$ cat config.mk
export PLATFORM = sky130hd
export DESIGN_NAME = sdr_status_diag_readback
export DESIGN_NICKNAME = d
export VERILOG_FILES = /design/src/sdr_sample_hold.v /design/src/sdr_status_diag_readback.v /design/src/sdr_sync.v
export VERILOG_INCLUDE_DIRS = /design/src /design/src/src
export SDC_FILE = /design/constraint.sdc
export NUM_CORES = 1
export LEC_CHECK = 0
export BUFFER_PORTS_ARGS = -buffer_cell sky130_fd_sc_hd__buf_2
export CAP_MARGIN = 20
export CORE_AREA = 10 10 157 159
export DETAILED_ROUTE_END_ITERATION = 8
export DIE_AREA = 0 0 167 169
export PLACE_DENSITY = 0.6
export SYNTH_ARGS = -nofsm -noshare
export SYNTH_HDL_FRONTEND = slang
export SYNTH_SLANG_ARGS = --single-unit
export TNS_END_PERCENT = 50
$ cat constraint.sdc
create_clock -name clk_sys_i -period 3.15 [get_ports clk_sys_i]
set_clock_uncertainty 0.05 [all_clocks]
set_input_delay 0.1575 -clock clk_sys_i [delete_from_list [all_inputs] [get_ports clk_sys_i]]
set_output_delay 0.1575 -clock clk_sys_i [all_outputs]
set_load 0.02 [all_outputs]
$ cat src/sdr_defs.vh
// Constants shared by the status, diagnostic and readback block
`ifndef SDR_DEFS_VH
`define SDR_DEFS_VH

`define SDR_FRAME_BITS 16
`define SDR_ADDR_W 5
`define SDR_DATA_W 9
`define SDR_RB_W 10
`define SDR_ADDR_CFG 5'h1d
`define SDR_ADDR_RB 5'h1f
`define SDR_CNT_FULL 5'h10
`define SDR_CNT_OVER 5'h11
`define SDR_CNT_ADDR 5'h05
`define SDR_CNT_WR 5'h06

// Status word bit positions
`define SDR_ST_FF 15
`define SDR_ST_POR 14
`define SDR_ST_SE 13
`define SDR_ST_CRIT 12
`define SDR_ST_CUR 11
`define SDR_ST_AUX 10
`define SDR_ST_MON_HI 9
`define SDR_ST_MON_LO 3
`define SDR_ST_BU 2
`define SDR_ST_VO 1

// Diagnostic word: bit 9 overspeed, 8:6 bootstrap A..C, 5:0 AH AL BH BL CH CL
`define SDR_DG_OSR 9
`define SDR_DG_BOOT_HI 8
`define SDR_DG_BOOT_LO 6
`define SDR_DG_VDS_HI 5
`define SDR_DG_VDS_LO 0

// Readback select configuration register fields (data bits 8:0)
`define SDR_CFG_RBS_HI 2
`define SDR_CFG_RBS_LO 0
`define SDR_CFG_CKS 3
`define SDR_CFG_LBR 4
`define SDR_CFG_DSR 5
`define SDR_CFG_DGS_HI 7
`define SDR_CFG_DGS_LO 6
`define SDR_CFG_RST 9'h000

// Readback selections
`define SDR_RBS_DIAG 3'h0
`define SDR_RBS_SPEED 3'h1
`define SDR_RBS_CURR 3'h2
`define SDR_RBS_VOLT 3'h3
`define SDR_RBS_TEMP 3'h4
`define SDR_RBS_DEMAND 3'h5
`define SDR_RBS_DUTY 3'h6
`define SDR_RBS_ADV 3'h7

// Pin synchroniser idle levels: strobe_n, sclk, sdi
`define SDR_PIN_IDLE 3'h7

// Measurement refresh period
`define SDR_CLK_KHZ 25000
`define SDR_REFRESH_MS 2
`define SDR_REFRESH_CYC (`SDR_REFRESH_MS * `SDR_CLK_KHZ)

`endif

$ cat src/sdr_sample_hold.v
// Sample-and-hold register refreshed by a load pulse
`timescale 1ns/1ps
`default_nettype none
module sdr_sample_hold #(
  parameter W = 10
) (
  input wire clk_sys_i, // System clock
  input wire srst_i, // Synchronous reset
  input wire load_i, // Refresh pulse
  input wire [W-1:0] d_i, // Live value
  output wire [W-1:0] q_o // Held value
);
  reg [W-1:0] hold_q;

  always @(posedge clk_sys_i) begin
    if (srst_i) begin
      hold_q <= {W{1'b0}};
    end else if (load_i) begin
      hold_q <= d_i;
    end
  end

  assign q_o = hold_q;
endmodule
`default_nettype wire

$ cat src/sdr_status_diag_readback.v
// Serial status, diagnostic and measurement readback block
`timescale 1ns/1ps
`default_nettype none
`include "sdr_defs.vh"
module sdr_status_diag_readback #(
  parameter REFRESH_CYC = `SDR_REFRESH_CYC
) (
  input wire clk_sys_i, // System clock, 25 MHz
  input wire srst_i, // Power-on reset, synchronous
  input wire strobe_n_i, // Serial strobe pin, active low
  input wire sclk_i, // Serial clock pin
  input wire serial_data_in_i, // Serial data in pin
  output wire serial_data_out_o, // Serial data out
  output wire serial_data_oe_o, // Serial data out enable
  output wire fault_flag_o, // Summary fault flag level
  output wire [4:0] reg_addr_o, // Address of external register
  output wire [8:0] reg_wdata_o, // Write data to external register
  output wire reg_wr_o, // Write pulse to external register
  input wire [8:0] reg_rdata_i, // Read data of addressed register
  output wire [8:0] cfg_readback_o, // Readback select configuration register
  input wire [1:0] crit_fault_i, // Faults for status bits 12 and 10
  input wire [6:0] monitor_fault_i, // Monitor faults for status bits 9..3
  input wire current_ctrl_i, // Current control state
  input wire [2:0] bootstrap_uv_i, // Bootstrap undervoltage, phases A..C
  input wire [5:0] vds_ov_i, // Overvoltage AH AL BH BL CH CL
  input wire overspeed_i, // Speed above maximum reference
  input wire nvm_fault_i, // User values not loaded
  input wire [9:0] speed_i, // Speed in resolution steps
  input wire [9:0] avg_current_i, // Average supply current
  input wire [9:0] supply_volt_i, // Supply voltage
  input wire [9:0] chip_temp_i, // Chip temperature
  input wire [9:0] demand_value_i, // Present demand value
  input wire [9:0] peak_duty_i, // Applied peak duty
  input wire [9:0] phase_adv_i, // Applied phase advance
  input wire pwm_period_i // Bridge PWM period pulse
);
  localparam ST_IDLE = 2'b01;
  localparam ST_XFER = 2'b10;
  localparam [31:0] REFRESH_M1 = REFRESH_CYC - 1;
  localparam [16:0] REFRESH_LAST = REFRESH_M1[16:0];

  function odd_ones;
    input [15:0] w;
    begin
      odd_ones = ^w;
    end
  endfunction

  // Pins pass two flops; edges compare the second flop with one more stage
  wire [2:0] pins_s;
  reg [2:0] pins_prev_q;
  sdr_sync #(
    .W(3),
    .RST_VAL(`SDR_PIN_IDLE)
  ) u_sync (
    .clk_sys_i(clk_sys_i),
    .srst_i(srst_i),
    .d_i({strobe_n_i, sclk_i, serial_data_in_i}),
    .q_o(pins_s)
  );

  wire stb_s = pins_s[2];
  wire sck_s = pins_s[1];
  wire sdi_s = pins_s[0];
  wire stb_fall = pins_prev_q[2] & ~stb_s;
  wire stb_rise = ~pins_prev_q[2] & stb_s;
  wire sck_rise = ~pins_prev_q[1] & sck_s;
  wire sck_fall = pins_prev_q[1] & ~sck_s;

  // Measurement refresh
  // Free-running divider, so a readback never waits on a refresh
  reg [16:0] refresh_cnt_q;
  wire refresh_tick = (refresh_cnt_q == REFRESH_LAST);
  wire [29:0] slow_meas;
  wire [19:0] pwm_meas;

  sdr_sample_hold #(
    .W(30)
  ) u_slow_hold (
    .clk_sys_i(clk_sys_i),
    .srst_i(srst_i),
    .load_i(refresh_tick),
    .d_i({avg_current_i, supply_volt_i, chip_temp_i}),
    .q_o(slow_meas)
  );

  sdr_sample_hold #(
    .W(20)
  ) u_pwm_hold (
    .clk_sys_i(clk_sys_i),
    .srst_i(srst_i),
    .load_i(pwm_period_i),
    .d_i({peak_duty_i, phase_adv_i}),
    .q_o(pwm_meas)
  );

  // Fault state
  reg por_q;
  reg se_q;
  reg [8:0] lat_q;
  reg [8:0] diag_q;
  reg [8:0] cfg_q;
  reg [15:0] snap_q;
  reg [8:0] snap_dg_q;

  wire bu_sum = |diag_q[`SDR_DG_BOOT_HI:`SDR_DG_BOOT_LO];
  wire vo_sum = |diag_q[`SDR_DG_VDS_HI:`SDR_DG_VDS_LO];
  wire ff = por_q | se_q | (|lat_q) | bu_sum | vo_sum;
  wire [15:0] status_w = {ff, por_q, se_q, lat_q[8], current_ctrl_i, lat_q[7:0],
                          bu_sum, vo_sum, 1'b0};
  wire [9:0] diag_w = {overspeed_i, diag_q};
  wire [8:0] lat_now = {crit_fault_i, monitor_fault_i};
  wire [8:0] diag_now = {bootstrap_uv_i, vds_ov_i};
  wire [2:0] readback_select = cfg_q[`SDR_CFG_RBS_HI:`SDR_CFG_RBS_LO];
  wire dsr = cfg_q[`SDR_CFG_DSR];

  // Sampled at the fifth rise, so the value cannot move inside a frame
  reg [9:0] rb_value;
  always @* begin
    rb_value = diag_w;
    case (readback_select)
      `SDR_RBS_DIAG: rb_value = diag_w;
      `SDR_RBS_SPEED: rb_value = speed_i;
      `SDR_RBS_CURR: rb_value = slow_meas[29:20];
      `SDR_RBS_VOLT: rb_value = slow_meas[19:10];
      `SDR_RBS_TEMP: rb_value = slow_meas[9:0];
      `SDR_RBS_DEMAND: rb_value = demand_value_i;
      `SDR_RBS_DUTY: rb_value = pwm_meas[19:10];
      `SDR_RBS_ADV: rb_value = pwm_meas[9:0];
      default: rb_value = diag_w;
    endcase
  end

  // Serial transfer
  // Status bits come from the snapshot taken at strobe fall, so a flag
  // that changes during a frame shows up in the next one
  reg [1:0] state_q;
  reg [4:0] cnt_q;
  reg [15:0] rx_q;
  reg [15:0] tx_q;
  reg sdo_q;
  reg oe_q;
  reg [4:0] addr_q;
  reg [8:0] wdata_q;
  reg wr_q;
  reg diag_sel_q;

  wire [4:0] addr_now = {rx_q[3:0], sdi_s};
  wire [4:0] frame_addr = rx_q[4:0];
  wire is_rb = (frame_addr == `SDR_ADDR_RB);
  wire [8:0] rd_data = (frame_addr == `SDR_ADDR_CFG) ? cfg_q : reg_rdata_i;
  wire [14:0] body = is_rb ? {snap_q[15:11], tx_q[10], tx_q[9:1]} :
                     {snap_q[15:11], 1'b0, (sdi_s ? snap_q[9:1] : rd_data)};
  wire [9:0] rb_hold_w = {tx_q[10], tx_q[9:1]};
  wire xfer_end = (state_q == ST_XFER) & stb_rise;
  wire frame_ok = (cnt_q == `SDR_CNT_FULL) & odd_ones(rx_q);
  wire xfer_err = xfer_end & (cnt_q != 5'h00) & ~frame_ok;
  wire valid_end = xfer_end & frame_ok;
  wire frame_wr = rx_q[10];
  wire frame_rb = (rx_q[15:11] == `SDR_ADDR_RB);
  // A status read is any valid write frame away from the readback address while dsr is clear
  wire clr_status = valid_end & frame_wr & ~frame_rb & ~dsr;
  wire clr_diag = valid_end & frame_rb & diag_sel_q & ~dsr;

  always @(posedge clk_sys_i) begin
    if (srst_i) begin
      pins_prev_q <= `SDR_PIN_IDLE;
      refresh_cnt_q <= 17'h00000;
      state_q <= ST_IDLE;
      cnt_q <= 5'h00;
      rx_q <= 16'h0000;
      tx_q <= 16'h0000;
      sdo_q <= 1'b0;
      oe_q <= 1'b0;
      addr_q <= 5'h00;
      wdata_q <= 9'h000;
      wr_q <= 1'b0;
      diag_sel_q <= 1'b0;
      snap_q <= 16'h0000;
      snap_dg_q <= 9'h000;
    end else begin
      pins_prev_q <= pins_s;
      refresh_cnt_q <= refresh_tick ? 17'h00000 : refresh_cnt_q + 17'h00001;
      wr_q <= 1'b0;
      case (state_q)
        ST_IDLE: begin
          if (stb_fall) begin
            state_q <= ST_XFER;
            cnt_q <= 5'h00;
            snap_q <= status_w;
            snap_dg_q <= diag_q;
            tx_q <= {status_w[15:11], 11'h000};
            sdo_q <= status_w[`SDR_ST_FF];
            oe_q <= 1'b1;
          end
        end
        ST_XFER: begin
          if (stb_rise) begin
            state_q <= ST_IDLE;
            oe_q <= 1'b0;
            if (valid_end & frame_wr & ~frame_rb & (rx_q[15:11] != `SDR_ADDR_CFG)) begin
              addr_q <= rx_q[15:11];
              wdata_q <= rx_q[9:1];
              wr_q <= 1'b1;
            end
          end else begin
            if (sck_rise) begin
              rx_q <= {rx_q[14:0], sdi_s};
              if (cnt_q != `SDR_CNT_OVER) begin
                cnt_q <= cnt_q + 5'h01;
              end
              if (cnt_q == `SDR_CNT_ADDR - 5'h01) begin
                addr_q <= addr_now;
                diag_sel_q <= (readback_select == `SDR_RBS_DIAG);
                if (addr_now == `SDR_ADDR_RB) begin
                  tx_q[10:1] <= rb_value;
                end else begin
                  tx_q[10] <= 1'b0;
                end
              end
              if (cnt_q == `SDR_CNT_WR - 5'h01) begin
                tx_q <= {body, ~odd_ones({1'b0, body})};
              end
            end
            // Bits move after each fall so the master can sample on the rise
            if (sck_fall && cnt_q != 5'h00 && cnt_q < `SDR_CNT_FULL) begin
              sdo_q <= tx_q[4'hf - cnt_q[3:0]];
            end
          end
        end
        default: begin
          state_q <= ST_IDLE;
          oe_q <= 1'b0;
        end
      endcase
    end
  end

  // Flag latching: a fault present in the clearing cycle wins over the clear
  always @(posedge clk_sys_i) begin
    if (srst_i) begin
      por_q <= 1'b1;
      se_q <= 1'b0;
      lat_q <= 9'h000;
      diag_q <= 9'h000;
      cfg_q <= `SDR_CFG_RST;
    end else begin
      lat_q <= (lat_q & ~(clr_status ? {snap_q[12], snap_q[10:3]} : 9'h000)) | lat_now;
      diag_q <= (diag_q & ~(clr_diag ? snap_dg_q : 9'h000)) | diag_now;
      if (clr_status & snap_q[`SDR_ST_POR]) begin
        por_q <= 1'b0;
      end
      se_q <= (se_q & ~(clr_status & snap_q[`SDR_ST_SE])) | xfer_err | (por_q & nvm_fault_i);
      // The select register is local, so writing it never pulses reg_wr_o
      if (valid_end & frame_wr & (rx_q[15:11] == `SDR_ADDR_CFG)) begin
        cfg_q <= rx_q[9:1];
      end
    end
  end

  assign serial_data_out_o = sdo_q;
  assign serial_data_oe_o = oe_q;
  assign fault_flag_o = ff;
  assign reg_addr_o = addr_q;
  assign reg_wdata_o = wdata_q;
  assign reg_wr_o = wr_q;
  assign cfg_readback_o = cfg_q;

  wire unused_ok = &{1'b0, rb_hold_w, frame_addr[0]};
endmodule
`default_nettype wire

$ cat src/sdr_sync.v
// Two-stage synchroniser for serial pins
`timescale 1ns/1ps
`default_nettype none
module sdr_sync #(
  parameter W = 3,
  parameter [W-1:0] RST_VAL = {W{1'b1}}
) (
  input wire clk_sys_i, // System clock
  input wire srst_i, // Synchronous reset
  input wire [W-1:0] d_i, // Asynchronous inputs
  output wire [W-1:0] q_o // Synchronised outputs
);
  reg [W-1:0] meta_q;
  reg [W-1:0] sync_q;

  always @(posedge clk_sys_i) begin
    if (srst_i) begin
      meta_q <= RST_VAL;
      sync_q <= RST_VAL;
    end else begin
      meta_q <= d_i;
      sync_q <= meta_q;
    end
  end

  assign q_o = sync_q;
endmodule
`default_nettype wire

Yosys cells after proc, flatten, opt, wreduce, memory -nomap -nowiden. Index checks and enable logic that the tools add are counted. W data, S select, Z words.

Bits in registers: 186. Output and inout bits: 27. Logic and storage cells: 165.

Add/subtract/negate cells: 3. Order comparisons: 2. Equality and inequality tests: 30. Muxes and demuxes: 36. Bitwise logic cells: 44. Reduce and logical (&&, ||, !) cells: 25.

Operators by type and width (count): $pmux W10 S8 (1); $mux W16 (4); $mux W9 (5); $mux W5 (8); $pmux W16 S2 (1); $reduce_xor A16 Y1 (2); $eq A5 B5 Y1 const B (6); $and A1 B1 Y1 (21); $mux W10 (2); $and A9 B9 Y9 (2); $not A9 Y9 (2); $or A9 B9 Y9 (2); $add A17 B1 Y17 const B (1); $eq A17 B16 Y1 const B (1); $reduce_and A5 Y1 (3); $eq A3 B3 Y1 const B (4); $reduce_and A4 Y1 (3); $not A1 Y1 (11); $eq A5 B3 Y1 const B (2); $ne A5 B5 Y1 const B (2); $pmux W5 S2 (1); $reduce_or A9 Y1 (1); $mux W1 (8); $ne A2 B1 Y1 const B (4); 25 further kinds (43).

Depth between registers and ports, before layout.
Depth after elaboration: 12. Depth in mapped cells: 13. Depth with buffers taken out: 10.

Hierarchy. A second synthesis with hierarchy kept.

Cell total of the unflattened synthesis: 967. Area total of the unflattened synthesis: 8628.3 sq um.

By module, submodules not included: sdr_status_diag_readback (instances 1, cells each 794, area an instance 6668.9 sq um, sequential area each 2562.5 sq um); sdr_sample_hold at u_slow_hold (instances 1, cells each 97, area an instance 1096.1 sq um, sequential area each 600.6 sq um); sdr_sample_hold at u_pwm_hold (instances 1, cells each 64, area an instance 705.7 sq um, sequential area each 400.4 sq um); sdr_sync (instances 1, cells each 12, area an instance 157.7 sq um, sequential area each 120.1 sq um).

Least setup slack after synthesis. OpenSTA, ideal clock, no wires.

Path type: flip-flop to flip-flop. Start: reg rx_q[2]. End: reg tx_q[0]. Library setup time: 0.128 ns. Data arrival time: 2.236 ns. Slack: 0.737 ns. Cell stages (with the launch flop): 12. Cell sequence: dfxtp_1 > ha_1 > and3_1 > buf_2 > buf_1 > a21oi_1 > a22oi_1 > xor2_1 > xnor3_1 > xnor2_1 > a22oi_1 > nor2_1.

Longest elaborated chain between the ends: 10.

Ends and longest elaborated chain: start: declaration (RTL line sdr_status_diag_readback.v:139) `reg [15:0] rx_q;`; start signal: assignment (RTL line sdr_status_diag_readback.v:208) `rx_q <= {rx_q[14:0], sdi_s};`; $eq A5 B5 Y1 (no line); $mux W9 (RTL line sdr_status_diag_readback.v:151) `` wire [8:0] rd_data = (frame_addr == `SDR_ADDR_CFG) ? cfg_q : reg_rdata_i; ``; $mux W9 (RTL line sdr_status_diag_readback.v:153) `{snap_q[15:11], 1'b0, (sdi_s ? snap_q[9:1] : rd_data)};`; $mux W10 * (RTL line sdr_status_diag_readback.v:152) `wire [14:0] body = is_rb ? {snap_q[15:11], tx_q[10], tx_q[9:1]} :`; $reduce_xor A16 Y1 * (RTL line sdr_status_diag_readback.v:45) `odd_ones = ^w;`; $not A1 Y1 * (RTL line sdr_status_diag_readback.v:222) `tx_q <= {body, ~odd_ones({1'b0, body})};`; $mux W16 * (RTL line sdr_status_diag_readback.v:221) `` if (cnt_q == `SDR_CNT_WR - 5'h01) begin ``; $mux W16 * (RTL line sdr_status_diag_readback.v:207) `if (sck_rise) begin`; $mux W16 * (RTL line sdr_status_diag_readback.v:198) `if (stb_rise) begin`; $pmux W16 S2 * (RTL line sdr_status_diag_readback.v:185) `case (state_q)`; end signal: assignment (RTL line sdr_status_diag_readback.v:192) `tx_q <= {status_w[15:11], 11'h000};`; end signal: assignment (RTL line sdr_status_diag_readback.v:222); end: declaration (RTL line sdr_status_diag_readback.v:140) `reg [15:0] tx_q;`.

Every way passes the cells marked *; elsewhere a longest branch is shown, timed or not. The select of a mux whose other input is x is not followed. A chain may end at the register's enable or synchronous reset.

Worst setup path after layout.
Start: reg rx_q[4]. End: reg cfg_q[7] (netlist: cfg_readback_o[7]).

Longest elaborated chain between the ends: 5.

Ends and longest elaborated chain: $reduce_xor A16 Y1 (RTL line sdr_status_diag_readback.v:45); $and A1 B1 Y1 (RTL line sdr_status_diag_readback.v:156) `` wire frame_ok = (cnt_q == `SDR_CNT_FULL) & odd_ones(rx_q); ``; $and A1 B1 Y1 (RTL line sdr_status_diag_readback.v:158) `wire valid_end = xfer_end & frame_ok;`; $and A1 B1 Y1 (2 in a row) (RTL line sdr_status_diag_readback.v:255) `` if (valid_end & frame_wr & (rx_q[15:11] == `SDR_ADDR_CFG)) begin ``; end signal: assignment (RTL line sdr_status_diag_readback.v:246) `` cfg_q <= `SDR_CFG_RST; ``; end signal: assignment (RTL line sdr_status_diag_readback.v:256) `cfg_q <= rx_q[9:1];`; end: declaration (RTL line sdr_status_diag_readback.v:102) `reg [8:0] cfg_q;`.

Every way passes these cells.

==> flow_results.org <==
** Logic synthesis
- Number of distinct library cells after synthesis :: 64
- Flip-flop and latch count after synthesis :: 184
- By area the synthesized netlist is led by sky130_fd_sc_hd__dfxtp_1 43%, sky130_fd_sc_hd__nand2_1 8.8%, sky130_fd_sc_hd__a21oi_1 6.9%.
- The synthesized design spends more area on one cell type than any other, namely sky130_fd_sc_hd__dfxtp_1.
- Mapped cell area :: 8510 um^2
- Number of enable-type register cells in the synthesized netlist :: 0
- Cell count after synthesis :: 1021
- Share of the synthesized area in the top cell type :: 43.3%
- Averaged over all synthesized cells, the footprint is 8.34 um^2.
- For this run, the number of Yosys warnings is 0.
- Of the synthesized area, sequential elements account for 43.3%.
- Async set-reset flop share out of synthesis :: 0%
- Among all flip-flop cells after synthesis, the most frequent one is sky130_fd_sc_hd__dfxtp_1.
- Post-synthesis net count :: 1136

** Timing
- Worst-case setup margin in the final layout :: 0.377 ns
- Measured against its own limit, the worst slew margin works out to 38.4%.
- The number of max-slew violations in the final report is 0.
- Setup TNS after final layout :: 0 ns
- Timing would allow up to 0.361 GHz.
- Setup violations remaining at the end of the flow were counted as 0.
- Measured slew at the worst slew-check pin :: 0.917 ns
- The count of final hold-check violations came to 0.
- Post-route clock period utilization :: 88.0%
- Final period demand of the worst path :: 2.77 ns
- Unrepaired setup endpoints after global routing :: false

** Floorplan
- Measured along the x axis, the die boundary spans 167 um.
- In this run the vertical extent of the chip is 169 um.
- The die covers 28200 um^2.
- Core box area :: 21600 um^2
- Once the floorplan was initialized, standard cells occupied 39.5% of the core.
- FP Rows :: 54
- For this design the top-level I/O count stands at 133.

** Drt
- After detailed routing, the number of vias per cell comes to 5.15.
- Detailed routing placed a total of 11.7 mm of wire on met2.
- Met3 wire length :: 1.42 mm
- Highest metal layer with signal wires :: met4
- Total number of vias :: 7692
- For this block, wires on met1 add up to 11.7 mm.
- Detail-routed net length per standard cell :: 16.8 um
- In the routed design, unresolved DRC markers number 0.
- DRT iter0 DRCs :: 613
- ANT nets after route :: 0
- The first TritonRoute pass finished after 7 iterations.
- The final layout contains routed wiring with a total length of 25.1 mm.

** CTS
- Max Root-Sink Buffers :: 2
- CTS HTree Levels :: 4
- Number of buffers created by CTS :: 17
- The cell sitting at the root of the clock tree is a sky130_fd_sc_hd__clkbuf_16.
- TritonCTS built the clock tree.
- After clock tree synthesis, the setup repair step added 0 buffers.
- Clock-pin slew of the registers on the worst-case setup and hold paths :: 0.08 ns
- Clk_lat worst skew :: 0.44 ns
- TritonCTS sink count :: 184

** Setup path
- Largest stage delay on the critical path :: 0.63 ns
- Arrival time at the worst endpoint :: 3.02 ns
- Sort of element at the end of the critical path :: flop
- On the critical path, the stage with the largest delay is an instance of sky130_fd_sc_hd__or3b_1.
- Grouping stages by cell kind, the critical path spends the most delay in XOR/XNOR gates.
- Buf/Inv on CP :: 0
- Element type at the critical path start :: flop
- Critical path class :: reg2reg
- Cell breakdown of the critical path :: xnor2_1 > xnor3_1 > xnor3_2 > nand4_4 > or3b_1 > mux2i_1 > nor2_1
- STA puts the critical path data required time at 3.40 ns.
- Of all nets on the critical path, the largest fanout is 13.

** Power and ir drop
- Sequential cells account for 47.7% of the total power.
- Logic gate share of total power :: 8.6%
- LEAKAGE :: 0.00426 uW
- For this design the total switching power over the nets is 1260 uW.
- Of the total power, the share spent switching nets is 24.7%.
- Cell-internal power :: 3840 uW
- Pwr Density :: 473 nW/um^2
- Across the VDD grid, the largest voltage drop is 0.000309 V.
- Clock share of power :: 43.7%

** Final layout
- Diodes inserted :: 0
- Cells fill 50.1% of the core in the end.
- Final non-filler cell total :: 1495
- The library cell used most frequently in the layout, excluding fill and tap cells, is sky130_fd_sc_hd__nand2_1.
- Once layout is done, the placed cells without fillers occupy 10800 um^2.
- The net count of the finished layout is 1317.
- In the layout the commonest cells are 200 x sky130_fd_sc_hd__nand2_1, 184 x sky130_fd_sc_hd__dfxtp_1, 132 x sky130_fd_sc_hd__nor2_1, 131 x sky130_fd_sc_hd__buf_2, 117 x sky130_fd_sc_hd__a21oi_1.
- Layout cells sized above 1 :: 19.0%
- From synthesis to final layout, the design area changed by 26.9%.

** Global routing
- Pin count of the biggest net entering global routing :: 59
- GRT Overall Usage :: 17.7%
- Initial antenna violation count :: 0
- The first global-routing pass estimated 41.2 mm of wire.
- The total overflow left after global routing is 0.
- Via count of the first global-routing pass :: 7615

** Place
- Timing analysis after detailed placement gives a worst setup slack of 0.388 ns.
- Weighted congestion reported at the end of routability-driven placement :: 0.901
- In this run the tool buffered the top-level ports with 132 buffer cells.
- Cell count after placement :: 1390
- Post-DP HPWL :: 17.9 mm
- Placed inst area :: 9450 um^2

** Run
- The tool flagged a number of max-cap violations equal to 0.

** Worst hold path
- Min-delay worst type :: in2reg

** Run status
- Outcome :: finished clean
[path summary, 6_finish.rpt]
path / from / endpoint / slack, ns / cells past startpoint
setup / recovery: rx_q[4] / cfg_readback_o[7] / 0.38 / 7
hold / removal: srst_i / u_pwm_hold.q_o[19] / 0.08 / 2
setup reg to reg: rx_q[4] / cfg_readback_o[7] / 0.38 / 7
hold reg to reg: u_sync.meta_q[2] / u_sync.q_o[2] / 0.37 / 1
[power by group through the flow]
stage / registers [uW] / clock network, uW / logic, uW
finish: 2430 / 2230 / 439
floorplan: 2470 / 0 / 241
CTS: 2430 / 2280 / 437
global route: 2440 / 2370 / 486
detailed placement: 2490 / 0 / 366
global placement: 2490 / 0 / 365
[worst register-to-register path, stage by stage, from the launching register on]
cell and delay, ns:
sky130_fd_sc_hd__dfxtp_1 0.60, sky130_fd_sc_hd__xnor2_1 0.19, sky130_fd_sc_hd__xnor3_1 0.25, sky130_fd_sc_hd__xnor3_2 0.45, sky130_fd_sc_hd__nand4_4 0.17, sky130_fd_sc_hd__or3b_1 0.63
sky130_fd_sc_hd__mux2i_1 0.25, sky130_fd_sc_hd__nor2_1 0.05
[Yosys cell counts, drive strengths merged, types with 7 or more instances]
master,number
a211oi,14
a21oi,117
a221oi,9
a22oi,9
buf,10
clkbuf,58
dfxtp,184
ha,9
inv,15
mux2,8
mux2i,46
mux4,7
nand2,200
nand2b,7
nand3,20
nand4,7
nor2,137
nor2b,14
nor3,12
o21ai,8
or2,11
xnor2,20
xor2,17
[per-layer routing]
metal	vias up	global-route usage, %
li1	3872	-
met1	3613	23.1
met2	191	28.4
met3	16	4.72
met4	0	4.54
met5	-	0
[kinds of logic after synthesis]
logic type	after synthesis	synth area share, %
AO/OA/AOI/OAI	195	14.5
XOR/XNOR	41	4.97
adder cells (fa/ha/maj)	9	1.32
buffers and inverters	83	3.91
flip-flops	184	43.3
multiplexers	61	8.32
AND/OR/NAND/NOR	448	23.7
[metrics by stage]
stage | hold WS, ns | total power [uW]
after floorplan | 0.211 | 2710
after global placement | 0.300 | 2850
after detailed placement | 0.297 | 2860
after CTS | 0.0726 | 5150
after global routing | 0.0930 | 5300
final | 0.0823 | 5100
[cell type report]
class | count | area [um^2]
Sequential cell | 184 | 3680
Clock inverter | 14 | 181
Multi-Input combinational cell | 754 | 4490
Inverter | 15 | 56.3
Timing Repair Buffer | 230 | 1590
Tap cell | 280 | 350
Fill cell | 2084 | 10800
Clock buffer | 18 | 439
[registers in the layout, indices dropped and copies added, names as in the netlist]
| register | count |
|---|---|
| refresh_cnt_q | 17 |
| serial_data_out_o | 1 |
| cnt_q | 5 |
| lat_q | 9 |
| u_sync.q_o | 3 |
| pins_prev_q | 2 |
| u_pwm_hold.q_o | 20 |
| tx_q | 16 |
| por_q | 1 |
| state_q | 2 |
| snap_dg_q | 9 |
| snap_q | 15 |
| diag_sel_q | 1 |
| u_slow_hold.q_o | 30 |
| rx_q | 16 |
| diag_q | 9 |
| reg_wr_o | 1 |
| reg_wdata_o | 9 |
| u_sync.meta_q | 3 |
| se_q | 1 |
| cfg_readback_o | 9 |
| reg_addr_o | 5 |
[what timing repair did]
item,4_1_cts,5_1_grt
hold endpoints to repair,74,0
gates resized for setup,0,0
hold buffers,73,0
Power figures use the tool's default switching activity.
